$ cat src/logic/msr_pkg.sv
package msr_pkg;

  // command codes
  localparam logic [7:0] CMD_RESET = 8'h00;
  localparam logic [7:0] CMD_START = 8'h01;
  localparam logic [7:0] CMD_INDEX_ARM = 8'h03;
  localparam logic [7:0] CMD_FILTER_UPDATE = 8'h04;
  localparam logic [7:0] CMD_NARROW_OUT = 8'h05;
  localparam logic [7:0] CMD_WIDE_OUT = 8'h06;
  localparam logic [7:0] CMD_DES_VEL_READ = 8'h07;
  localparam logic [7:0] CMD_DES_POS_READ = 8'h08;
  localparam logic [7:0] CMD_IDX_POS_READ = 8'h09;
  localparam logic [7:0] CMD_ACT_POS_READ = 8'h0a;
  localparam logic [7:0] CMD_ACT_VEL_READ = 8'h0b;
  localparam logic [7:0] CMD_SIGNALS_READ = 8'h0c;
  localparam logic [7:0] CMD_ERR_STOP_LOAD = 8'h1a;
  localparam logic [7:0] CMD_ERR_IRQ_LOAD = 8'h1b;
  localparam logic [7:0] CMD_IRQ_CLEAR = 8'h1d;
  localparam logic [7:0] CMD_TRAJ_LOAD = 8'h1f;
  localparam logic [7:0] CMD_BP_ABS_LOAD = 8'h20;
  localparam logic [7:0] CMD_BP_REL_LOAD = 8'h21;

  // status byte bit positions
  localparam int ST_BUSY = 0;
  localparam int ST_CMD_ERR = 1;
  localparam int ST_TRAJ_DONE = 2;
  localparam int ST_INDEX = 3;
  localparam int ST_WRAP = 4;
  localparam int ST_POS_ERR = 5;
  localparam int ST_BREAKPOINT = 6;
  localparam int ST_MOTOR_OFF = 7;

  // trajectory control word bit positions
  localparam int TW_ACCEL_LOAD = 5;
  localparam int TW_MOTOR_OFF = 8;
  localparam int TW_VEL_MODE = 11;
  localparam int TW_FORWARD = 12;

  // byte counts of read-backs, minus one
  localparam logic [1:0] LEN_TWO = 2'h1;
  localparam logic [1:0] LEN_FOUR = 2'h3;

  // busy time after each accepted host byte
  localparam int BUSY_TIME_NS = 100;
  localparam int CLK_PERIOD_NS = 25;
  localparam logic [3:0] BUSY_CYCLES = 4'((BUSY_TIME_NS + CLK_PERIOD_NS - 1) / CLK_PERIOD_NS);

  // reset values
  localparam logic [7:0] DOUT_RESET = 8'h00;
  localparam logic [15:0] TRAJ_WORD_RESET = 16'h0000;

  typedef enum logic [2:0] {
    MSR_IDLE = 3'b001,
    MSR_READ = 3'b010,
    MSR_WRITE = 3'b100
  } msr_mode_type;

endpackage : msr_pkg

$ cat src/logic/msr_readback.sv
`timescale 1ns/1ps
module msr_readback (
  // clock and reset
  input wire logic clk,
  input wire logic rstn,
  // host port pins
  input wire logic cs_n,
  input wire logic port_select_n,
  input wire logic rd_n,
  input wire logic wr_n,
  input wire logic [7:0] data_in,
  output logic [7:0] data_out,
  output logic data_oe,
  output logic host_irq,
  // motion core events
  input wire logic core_busy,
  input wire logic breakpoint_hit,
  input wire logic pos_error_exceeded,
  input wire logic wraparound,
  input wire logic index_pulse,
  input wire logic traj_finished,
  input wire logic sample_tick,
  input wire logic [5:0] irq_mask,
  // motion core values
  input wire logic [31:0] desired_position,
  input wire logic [31:0] actual_position,
  input wire logic [31:0] desired_velocity,
  input wire logic [15:0] actual_velocity,
  // drive state
  output logic motor_off
);

  logic [11:0] sync1;
  logic [11:0] sync2;
  logic rd_prev;
  logic wr_prev;
  logic wr_ps_n;
  logic next_wr_ps_n;
  logic [7:0] wr_data;
  logic [7:0] next_wr_data;
  logic rd_ps_n;
  logic next_rd_ps_n;
  logic rd_counts;
  logic next_rd_counts;
  logic [7:0] next_data_out;
  logic next_data_oe;
  logic next_host_irq;
  logic next_motor_off;
  msr_pkg::msr_mode_type mode;
  msr_pkg::msr_mode_type next_mode;
  logic [7:0] cmd;
  logic [7:0] next_cmd;
  logic [1:0] byte_idx;
  logic [1:0] next_byte_idx;
  logic [3:0] busy_cnt;
  logic [3:0] next_busy_cnt;
  logic [15:0] traj_word;
  logic [15:0] next_traj_word;
  logic [6:1] flags;
  logic [6:1] next_flags;
  logic accel_loaded;
  logic next_accel_loaded;
  logic filter_pending;
  logic next_filter_pending;
  logic forward_dir;
  logic next_forward_dir;
  logic vel_mode;
  logic next_vel_mode;
  logic on_target;
  logic next_on_target;
  logic stop_on_error;
  logic next_stop_on_error;
  logic narrow_out;
  logic next_narrow_out;
  logic index_armed;
  logic next_index_armed;
  logic done_prev;
  logic next_done_prev;
  logic [31:0] index_position;
  logic [31:0] next_index_position;

  logic cs_s;
  logic ps_s;
  logic rd_s;
  logic wr_s;
  logic [7:0] din_s;
  logic rd_act;
  logic wr_act;
  logic busy;
  logic [7:0] status_byte;
  logic [15:0] signals_word;
  logic [31:0] read_word;
  logic [1:0] read_len;
  logic [1:0] byte_sel;
  logic [7:0] read_byte;
  logic [6:1] events;
  logic done_cond;

  // first stage feeds only the second
  assign {cs_s, ps_s, rd_s, wr_s, din_s} = sync2;
  assign rd_act = ~cs_s & ~rd_s;
  assign wr_act = ~cs_s & ~wr_s;
  assign busy = (busy_cnt != 4'h0) | core_busy;
  assign done_cond = motor_off | on_target;

  always_comb begin
    status_byte = {motor_off, flags, busy};
    signals_word = {host_irq, accel_loaded, filter_pending, forward_dir, vel_mode, on_target,
                    stop_on_error, narrow_out, status_byte[7:1], index_armed};
    read_word = 32'h0000_0000;
    read_len = msr_pkg::LEN_FOUR;
    unique case (cmd)
      msr_pkg::CMD_SIGNALS_READ: begin
        read_word = {16'h0000, signals_word};
        read_len = msr_pkg::LEN_TWO;
      end
      msr_pkg::CMD_IDX_POS_READ: read_word = index_position;
      msr_pkg::CMD_DES_POS_READ: read_word = desired_position;
      msr_pkg::CMD_ACT_POS_READ: read_word = actual_position;
      msr_pkg::CMD_DES_VEL_READ: read_word = desired_velocity;
      msr_pkg::CMD_ACT_VEL_READ: begin
        read_word = {16'h0000, actual_velocity};
        read_len = msr_pkg::LEN_TWO;
      end
      default: read_word = 32'h0000_0000;
    endcase
    byte_sel = read_len - byte_idx; // most significant byte first
    read_byte = read_word[{byte_sel, 3'b000} +: 8];
  end

  always_comb begin
    next_wr_ps_n = wr_ps_n;
    next_wr_data = wr_data;
    next_rd_ps_n = rd_ps_n;
    next_rd_counts = rd_counts;
    next_data_out = data_out;
    next_data_oe = data_oe;
    next_mode = mode;
    next_cmd = cmd;
    next_byte_idx = byte_idx;
    next_busy_cnt = (busy_cnt != 4'h0) ? busy_cnt - 4'h1 : 4'h0;
    next_traj_word = traj_word;
    next_accel_loaded = accel_loaded;
    next_filter_pending = filter_pending;
    next_forward_dir = forward_dir;
    next_vel_mode = vel_mode;
    next_on_target = on_target;
    next_stop_on_error = stop_on_error;
    next_narrow_out = narrow_out;
    next_index_armed = index_armed;
    next_index_position = index_position;
    next_motor_off = motor_off;
    next_done_prev = done_cond;
    events = 6'h00;
    // hold latest levels while the write strobe is low
    if (wr_act) begin
      next_wr_ps_n = ps_s;
      next_wr_data = din_s;
    end
    if (rd_act & ~rd_prev) begin
      next_data_oe = 1'b1;
      next_rd_ps_n = ps_s;
      next_rd_counts = 1'b0;
      if (!ps_s) begin
        next_data_out = status_byte;
      end else if (busy) begin
        next_data_out = data_out;
      end else if (mode == msr_pkg::MSR_READ) begin
        next_data_out = read_byte;
        next_rd_counts = 1'b1;
      end else begin
        events[msr_pkg::ST_CMD_ERR] = (mode == msr_pkg::MSR_WRITE);
      end
    end
    if (~rd_act & rd_prev) begin
      next_data_oe = 1'b0;
      if (rd_ps_n && rd_counts) begin
        next_byte_idx = byte_idx + 2'h1;
        next_busy_cnt = msr_pkg::BUSY_CYCLES;
      end
    end
    // busy host writes are dropped without error
    if (~wr_act & wr_prev & ~busy) begin
      next_busy_cnt = msr_pkg::BUSY_CYCLES;
      if (!wr_ps_n) begin
        next_cmd = wr_data;
        next_byte_idx = 2'h0;
        next_mode = msr_pkg::MSR_IDLE;
        unique case (wr_data)
          msr_pkg::CMD_SIGNALS_READ, msr_pkg::CMD_IDX_POS_READ, msr_pkg::CMD_DES_POS_READ,
          msr_pkg::CMD_ACT_POS_READ, msr_pkg::CMD_DES_VEL_READ,
          msr_pkg::CMD_ACT_VEL_READ: next_mode = msr_pkg::MSR_READ;
          msr_pkg::CMD_TRAJ_LOAD, msr_pkg::CMD_BP_ABS_LOAD,
          msr_pkg::CMD_BP_REL_LOAD: next_mode = msr_pkg::MSR_WRITE;
          msr_pkg::CMD_ERR_STOP_LOAD: begin
            next_mode = msr_pkg::MSR_WRITE;
            next_stop_on_error = 1'b1;
          end
          msr_pkg::CMD_ERR_IRQ_LOAD: begin
            next_mode = msr_pkg::MSR_WRITE;
            next_stop_on_error = 1'b0;
          end
          msr_pkg::CMD_RESET: begin
            next_motor_off = 1'b1;
            next_narrow_out = 1'b1;
          end
          msr_pkg::CMD_START: begin
            next_motor_off = traj_word[msr_pkg::TW_MOTOR_OFF];
            next_forward_dir = traj_word[msr_pkg::TW_FORWARD];
            next_vel_mode = traj_word[msr_pkg::TW_VEL_MODE];
            next_accel_loaded = 1'b0;
            next_on_target = 1'b0;
          end
          msr_pkg::CMD_INDEX_ARM: next_index_armed = 1'b1;
          msr_pkg::CMD_FILTER_UPDATE: next_filter_pending = 1'b1;
          msr_pkg::CMD_NARROW_OUT: next_narrow_out = 1'b1;
          msr_pkg::CMD_WIDE_OUT: next_narrow_out = 1'b0;
          default: next_mode = msr_pkg::MSR_IDLE;
        endcase
      end else if (mode == msr_pkg::MSR_READ) begin
        events[msr_pkg::ST_CMD_ERR] = 1'b1;
      end else if (mode == msr_pkg::MSR_WRITE && cmd == msr_pkg::CMD_TRAJ_LOAD && !byte_idx[1]) begin
        // only the control word is kept; parameter bytes after it are ignored
        if (byte_idx == 2'h0) begin
          next_traj_word = {wr_data, traj_word[7:0]};
        end else begin
          next_traj_word = {traj_word[15:8], wr_data};
          next_accel_loaded = accel_loaded | wr_data[msr_pkg::TW_ACCEL_LOAD];
        end
        next_byte_idx = byte_idx + 2'h1;
      end
    end
    if (sample_tick && !(~wr_act & wr_prev & ~busy & ~wr_ps_n && wr_data == msr_pkg::CMD_FILTER_UPDATE)) begin
      next_filter_pending = 1'b0;
    end
    if (traj_finished) begin
      next_on_target = 1'b1;
    end
    if (pos_error_exceeded && stop_on_error) begin
      next_motor_off = 1'b1;
    end
    if (index_pulse && index_armed) begin
      next_index_position = actual_position;
      next_index_armed = 1'b0;
      events[msr_pkg::ST_INDEX] = 1'b1;
    end
    events[msr_pkg::ST_BREAKPOINT] = breakpoint_hit;
    events[msr_pkg::ST_POS_ERR] = pos_error_exceeded;
    events[msr_pkg::ST_WRAP] = wraparound;
    events[msr_pkg::ST_TRAJ_DONE] = done_cond & ~done_prev;
    // a new event wins over the clear in the same cycle
    if (~wr_act & wr_prev & ~busy & ~wr_ps_n && wr_data == msr_pkg::CMD_IRQ_CLEAR) begin
      next_flags = events;
      next_host_irq = |(events & irq_mask);
    end else begin
      next_flags = flags | events;
      next_host_irq = host_irq | (|(events & irq_mask));
    end
  end

  always_ff @(posedge clk or negedge rstn) begin
    if (!rstn) begin
      sync1 <= 12'hfff;
      sync2 <= 12'hfff;
      rd_prev <= 1'b0;
      wr_prev <= 1'b0;
      wr_ps_n <= 1'b1;
      wr_data <= msr_pkg::DOUT_RESET;
      rd_ps_n <= 1'b0;
      rd_counts <= 1'b0;
      data_out <= msr_pkg::DOUT_RESET;
      data_oe <= 1'b0;
      host_irq <= 1'b0;
      mode <= msr_pkg::MSR_IDLE;
      cmd <= msr_pkg::CMD_RESET;
      byte_idx <= 2'h0;
      busy_cnt <= 4'h0;
      traj_word <= msr_pkg::TRAJ_WORD_RESET;
      flags <= 6'h00;
      accel_loaded <= 1'b0;
      filter_pending <= 1'b0;
      forward_dir <= 1'b0;
      vel_mode <= 1'b0;
      on_target <= 1'b0;
      stop_on_error <= 1'b0;
      narrow_out <= 1'b1;
      index_armed <= 1'b0;
      done_prev <= 1'b1;
      index_position <= 32'h0000_0000;
      motor_off <= 1'b1;
    end else begin
      sync1 <= {cs_n, port_select_n, rd_n, wr_n, data_in};
      sync2 <= sync1;
      rd_prev <= rd_act;
      wr_prev <= wr_act;
      wr_ps_n <= next_wr_ps_n;
      wr_data <= next_wr_data;
      rd_ps_n <= next_rd_ps_n;
      rd_counts <= next_rd_counts;
      data_out <= next_data_out;
      data_oe <= next_data_oe;
      host_irq <= next_host_irq;
      mode <= next_mode;
      cmd <= next_cmd;
      byte_idx <= next_byte_idx;
      busy_cnt <= next_busy_cnt;
      traj_word <= next_traj_word;
      flags <= next_flags;
      accel_loaded <= next_accel_loaded;
      filter_pending <= next_filter_pending;
      forward_dir <= next_forward_dir;
      vel_mode <= next_vel_mode;
      on_target <= next_on_target;
      stop_on_error <= next_stop_on_error;
      narrow_out <= next_narrow_out;
      index_armed <= next_index_armed;
      done_prev <= next_done_prev;
      index_position <= next_index_position;
      motor_off <= next_motor_off;
    end
  end

endmodule : msr_readback

$ cat config.mk
export PLATFORM = sky130hd
export DESIGN_NAME = msr_readback
export DESIGN_NICKNAME = d
export VERILOG_FILES = /design/src/logic/msr_pkg.sv /design/src/logic/msr_readback.sv
export SDC_FILE = /design/constraint.sdc
export NUM_CORES = 1
export LEC_CHECK = 0
export ABC_AREA = 1
export BUFFER_PORTS_ARGS = -buffer_cell sky130_fd_sc_hd__buf_2
export CAP_MARGIN = 0
export CORE_MARGIN = 2
export CORE_UTILIZATION = 45
export CTS_CLUSTER_SIZE = 8
export DETAILED_ROUTE_END_ITERATION = 8
export PLACE_DENSITY_LB_ADDON = 0.1
export SLEW_MARGIN = 10
export SYNTH_ARGS = -nofsm -noshare
export SYNTH_HDL_FRONTEND = slang
export SYNTH_SLANG_ARGS = --single-unit
$ cat constraint.sdc
create_clock -name clk -period 2 [get_ports clk]
set_input_delay 0.1 -clock clk [delete_from_list [all_inputs] [get_ports clk]]
set_output_delay 0.1 -clock clk [all_outputs]
set_load 0.02 [all_outputs]
==> Word level (Yosys, flattened, before mapping) <==
Index checks and enable logic that the tools add are counted.
{ "classes": {"addsub": 3, "n_eq_ne": 35, "n_shift": 1, "n_mux": 53, "n_bitwise": 24, "reduce_logical": 41} }
{ "ops": {"columns": ["cell", "count"], "rows": [
  ["$pmux W32 S6", 1],
  ["$eq A8 B4 Y1 const B", 10],
  ["$eq A8 B3 Y1 const B", 5],
  ["$eq A8 B5 Y1 const B", 5],
  ["$mux W1", 33],
  ["$shiftx A32 B6 Y8", 1],
  ["$mux W8", 3],
  ["$reduce_and A3 Y1", 8],
  ["$reduce_bool A2 Y1", 11],
  ["$eq A8 B6 Y1 const B", 2],
  ["$mux W4", 4],
  ["$mux W2", 7],
  ["$reduce_or A6 Y1", 2],
  ["$ne A2 B1 Y1 const B", 5],
  ["$not A1 Y1", 10],
  ["$reduce_and A5 Y1", 2],
  ["$and A1 B1 Y1", 8],
  ["$eq A8 B1 Y1 const B", 1],
  ["$eq A8 B2 Y1 const B", 1],
  ["$logic_and A1 B1 Y1", 8],
  ["$logic_not A8 Y1", 1],
  ["$ne A2 B2 Y1 const B", 4],
  ["$and A6 B6 Y6", 1],
  ["$mux W6", 1],
  ["other kinds (16)", 23]
]} }
{ "totals": {"reg_bits": 117, "wordCells": 185} }

==> Logic depth before layout (Yosys ltp) <==
{ "logic_depth": {"depth_word": 12, "mapped_depth": 13, "ltp_nobuf": 12} }

==> Least setup slack after synthesis <==
No wires, ideal clock.
{ "synth_timing": {"kind": "reg-to-reg", "startpoint": "register byte_idx[0]", "endpoint": "register traj_word[11]", "arrival_ns": 1.591, "required_time_ns": 1.880, "setup_slack_ns": 0.289, "path_stages_with_launch": 10, "path_buffers": 2, "cell_sequence": "dfrtp_1 buf_2 clkinv_1 clkbuf_1 ha_1 nand2_1 nor2_1 nand3_1 o21ai_0 inv_1"} }
{ "synth_via": {"elab_chain_cells": 2} }
{ "synth_rtl": {"columns": ["item", "line", "rtl"], "rows": [
  ["start: declaration", "msr_readback.sv:53", "logic [1:0] byte_idx;"],
  ["start signal: assignment", "msr_readback.sv:305", "byte_idx <= next_byte_idx;"],
  ["$logic_not A2 Y1", "msr_readback.sv:224", "if (byte_idx == 2'h0) begin"],
  ["$reduce_and A5 Y1 (no line)", null, null],
  ["end signal: assignment", "msr_readback.sv:278", "traj_word <= msr_pkg::TRAJ_WORD_RESET;"],
  ["end signal: assignment", "msr_readback.sv:307", "traj_word <= next_traj_word;"],
  ["end: declaration", "msr_readback.sv:57", "logic [15:0] traj_word;"]
]} }
Every way passes these cells.
A chain may end at the register's enable or synchronous reset.

==> Final worst setup path <==
{ "layout_timing": {"startpoint": "register cmd[3]", "endpoint": "register data_out[1]"} }
{ "layout_via": {"elab_chain_cells": 8, "elab_cells_between_ends": 14} }
{ "layout_rtl": {"columns": ["item", "line", "rtl"], "rows": [
  ["start: declaration", "msr_readback.sv:51", "logic [7:0] cmd;"],
  ["start signal: assignment", "msr_readback.sv:275", "cmd <= msr_pkg::CMD_RESET;"],
  ["start signal: assignment", "msr_readback.sv:304", "cmd <= next_cmd;"],
  ["$eq A8 B4 Y1", "msr_readback.sv:112", "unique case (cmd)"],
  ["$reduce_or A2 Y1 (no line)", null, null],
  ["$mux W2", "msr_readback.sv:112", null],
  ["$sub A2 B2 Y2", "msr_readback.sv:127", "byte_sel = read_len - byte_idx;"],
  ["$shiftx A32 B6 Y8 (*)", "msr_readback.sv:128", "read_byte = read_word[{byte_sel, 3'b000} +: 8];"],
  ["$mux W8 (*)", "msr_readback.sv:168", "end else if (mode == msr_pkg::MSR_READ) begin"],
  ["$mux W8 (*)", "msr_readback.sv:166", "end else if (busy) begin"],
  ["$mux W8 (*)", "msr_readback.sv:164", "if (!ps_s) begin"],
  ["end signal: assignment", "msr_readback.sv:271", "data_out <= msr_pkg::DOUT_RESET;"],
  ["end signal: assignment", "msr_readback.sv:300", "data_out <= next_data_out;"],
  ["end: declaration", "msr_readback.sv:12", "output logic [7:0] data_out,"]
]} }
Mark *: on every way between the ends. The rest lies on a longest branch, timed or not. The select of a mux whose other input is x is not followed.

==> run metrics <==
Crit Path Max Fanout=9; total chip power=0.007673 W; Buffers on Ports=149; Logic pwr share=23.2%; Sw Share=31.89%; Yosys cell types=38; CP Capture Type=register; vias in the first global route=6199; CTS Sinks=about 120; chip width=~120 µm; CTS tree=done; HPWL Detailed=~14 mm; MaxCap Viol Count=0; drt total wl=approximately 20 mm; layout cell share with drive strength beyond 1=about a quarter; RSZ-0062 raised after global routing=no; number of antenna violations at the first check in global routing=0; Final TNS setup=0 ps; Final Hold Vio Count=0; period utilization=around nine tenths; crit path DAT=2160 ps; Vias per Instance=5.051; Initial Utilization=between 40% and 50%; Worst EP required=2340 ps; Std-Cell Rows=43; fin nets=about 1300; Sw Pwr=approximately 0.0024 W; Power Internal=0.005226 W; Peak Freq=548.2 MHz; Cells after Synth=900; cts bufs inserted=17; Critical Path End=data_out[1]; gpl congestion=approximately 0.89; min-delay worst type=in2reg; first-pass GRT wire length=30.18 mm; R2R Path End=data_out[1]; dpl cells=1218; status=finished clean; power share of the clock group=around two fifths; Boundary Pins=150; Least-Margin Pin Slew=roughly 560 ps; Die Y=124.2 µm; synthesized flop and latch total=115; gr usage total=25.95%; kind of critical path=reg2reg; maximum clock insertion buffer count=2; H-tree depth=4; Clock Latency Late Sink=420 ps; Worst Reg-to-Reg Cells=10; setup violators final=0; commonest non-fill, non-tap cell in the layout=nand2_1; non-filler instance count after layout=around 1300; average wire per standard cell=roughly 15 µm; DRC viols=0; commonest cells after routing, fill and taps aside=226 x nand2_1, 148 x buf_2, 124 x nand3_1; power per cell area=~900 nW/µm²; Worst-path clk slew=50 ps; Mean Syn Cell Area=7.222 µm²; CP startpoint kind=register; Flop pwr share=a little under two fifths; Worst slew margin=between 60 and 70%; r2r setup slk=180 ps; Leak Pwr=~4.6 nW; Period minus WS final=1824 ps; antenna viol nets, final=0; fin. max-slew vios=0; VDD IR max=approximately 0.0008 V; CP Launch Point=cmd[3]; DRT Pass-1 Iters=5; Netlist Area Pre-Place=around 6500 µm²; Diodes inserted=0; Clock Skew=9.026 ps; die area=15420 µm²; synthesized net count=1044; total number of vias=6597; GR Overflow Total=0; synth warn=0; area delta synth->final=34.74%; sequential cell area fraction in the yosys report=44.83%; largest net degree at the start of global routing=63; clock tree root driver cell=clkbuf_16; FF-to-FF Start=cmd[3]; Starting DRT DRC Count=559; core area=about 14000 µm²
## logic make-up after synthesis
logic type / count (synthesis) / synth area share, %
adder cells (fa/ha/maj): 5 / 0.9625
buffers and inverters: 155 / 10.09
AND/OR/NAND/NOR: 517 / 34.03
flip-flops: 115 / 44.83
AO/OA/AOI/OAI: 101 / 8.470
multiplexers: 3 / 0.5005
XOR/XNOR: 4 / 1.116
## registers in the layout (all words and copies together) (netlist names), 2 cells and up
| register | cells |
|---|---|
| mode | 3 |
| flags | 6 |
| sync2 | 12 |
| cmd | 8 |
| sync1 | 12 |
| index_position | 32 |
| wr_data | 8 |
| busy_cnt | 4 |
| byte_idx | 2 |
| traj_word | 3 |
| data_out | 8 |
## power groups by stage
stage | Sequential (W) | Clock [W] | Combinational [W]
floorplan | 0.00293 | 0 | 0.00101
global placement | 0.00295 | 0 | 0.00158
detailed placement | 0.00295 | 0 | 0.00159
CTS | 0.00292 | 0.00302 | 0.00168
global route | 0.00298 | 0.00314 | 0.00199
finish | 0.00293 | 0.00296 | 0.00178
## worst min path at each step
| stage | to | start | slack, ps | depth (start not counted) |
|---|---|---|---|---|
| detailed placement | index_position[21] | rstn | 50 | 1 |
| CTS | index_position[25] | actual_position[25] | 4 | 3 |
| global placement | index_position[27] | rstn | 50 | 1 |
| global route | index_position[25] | actual_position[25] | 20 | 3 |
| finish | index_position[25] | actual_position[25] | 20 | 3 |
| floorplan | accel_loaded | rstn | -200 | 0 |
## through the flow
stage | utilization, % | instance area, µm² | setup WS (ps) | hold WS, ps
floorplan | - | 6500 | 289.0 | -195.6
global placement | 53.88 | 7537 | 105.6 | 52.12
detailed placement | 53.88 | 7537 | 59.85 | 55.00
CTS | 61.70 | 8631 | 51.80 | 3.561
global route | 62.61 | 8758 | 23.92 | 17.71
finish | 62.61 | 8758 | 175.7 | 16.15
## routing by layer
layer / wire length [µm] / track usage, %
met4: 402 / 8.567
met5: 0 / 0
met2: 9458 / 43.41
met1: 8214 / 33.31
met3: 1479 / 5.815
## cells in the mapped netlist
master,instances,area [µm²]
a221oi_1,1,8.760
or2_2,1,6.260
nor2_2,6,37.54
clkbuf_1,10,37.54
buf_4,9,67.56
nand2_4,3,33.78
inv_1,113,424.2
nor3_1,14,70.07
dfrtp_1,86,2152
dfstp_2,29,762.0
a32oi_1,1,8.760
mux2i_1,1,10.01
a21oi_1,29,145.1
nand2_1,230,863.3
nor2_4,3,33.78
a41oi_2,1,16.27
nor4_1,3,18.77
o21ai_0,59,295.3
ha_1,5,62.56
a22o_1,1,8.760
nand4_1,4,25.02
a21o_1,4,30.03
buf_6,3,33.78
buf_2,12,60.06
xor2_1,2,17.52
and3_1,1,6.260
nand3_1,124,620.6
nand3b_1,1,7.510
a31oi_1,1,6.260
xor2_4,2,55.05
nor2_1,122,457.9
mux2_2,2,22.52
o32ai_1,3,26.28
o21ai_1,1,5.000
inv_4,1,6.260
clkinv_1,2,7.510
inv_2,5,18.77
nand2_2,5,31.28
## critical path, cell delays in order, from the launching register on
cell and delay [ps]:
dfrtp_1 430, inv_2 70, nor2_2 120, nand2_2 150, nor2_2 370, a21oi_1 130, nand2_1 70, nand2_1 70
nand2_1 80, nand3_1 100, a21oi_1 160
## what timing repair did
item                                   in CTS  in global routing
hold buffers                               51                  0
setup buffers                               0                  3
endpoints found under the hold margin     116                  0
setup endpoints to repair                   0                 21
resized for setup                           0                 11
## cell type report
cell class	instances	area, µm²
multi-input combinational	630	2969
tap	180	225.2
inverter	121	459.2
clock inverter	14	153.9
timing repair buffer	228	1608
clock buffer	18	429.2
sequential	115	2914
fill	1283	5230
Note: power is estimated with default switching activity, not from simulation.
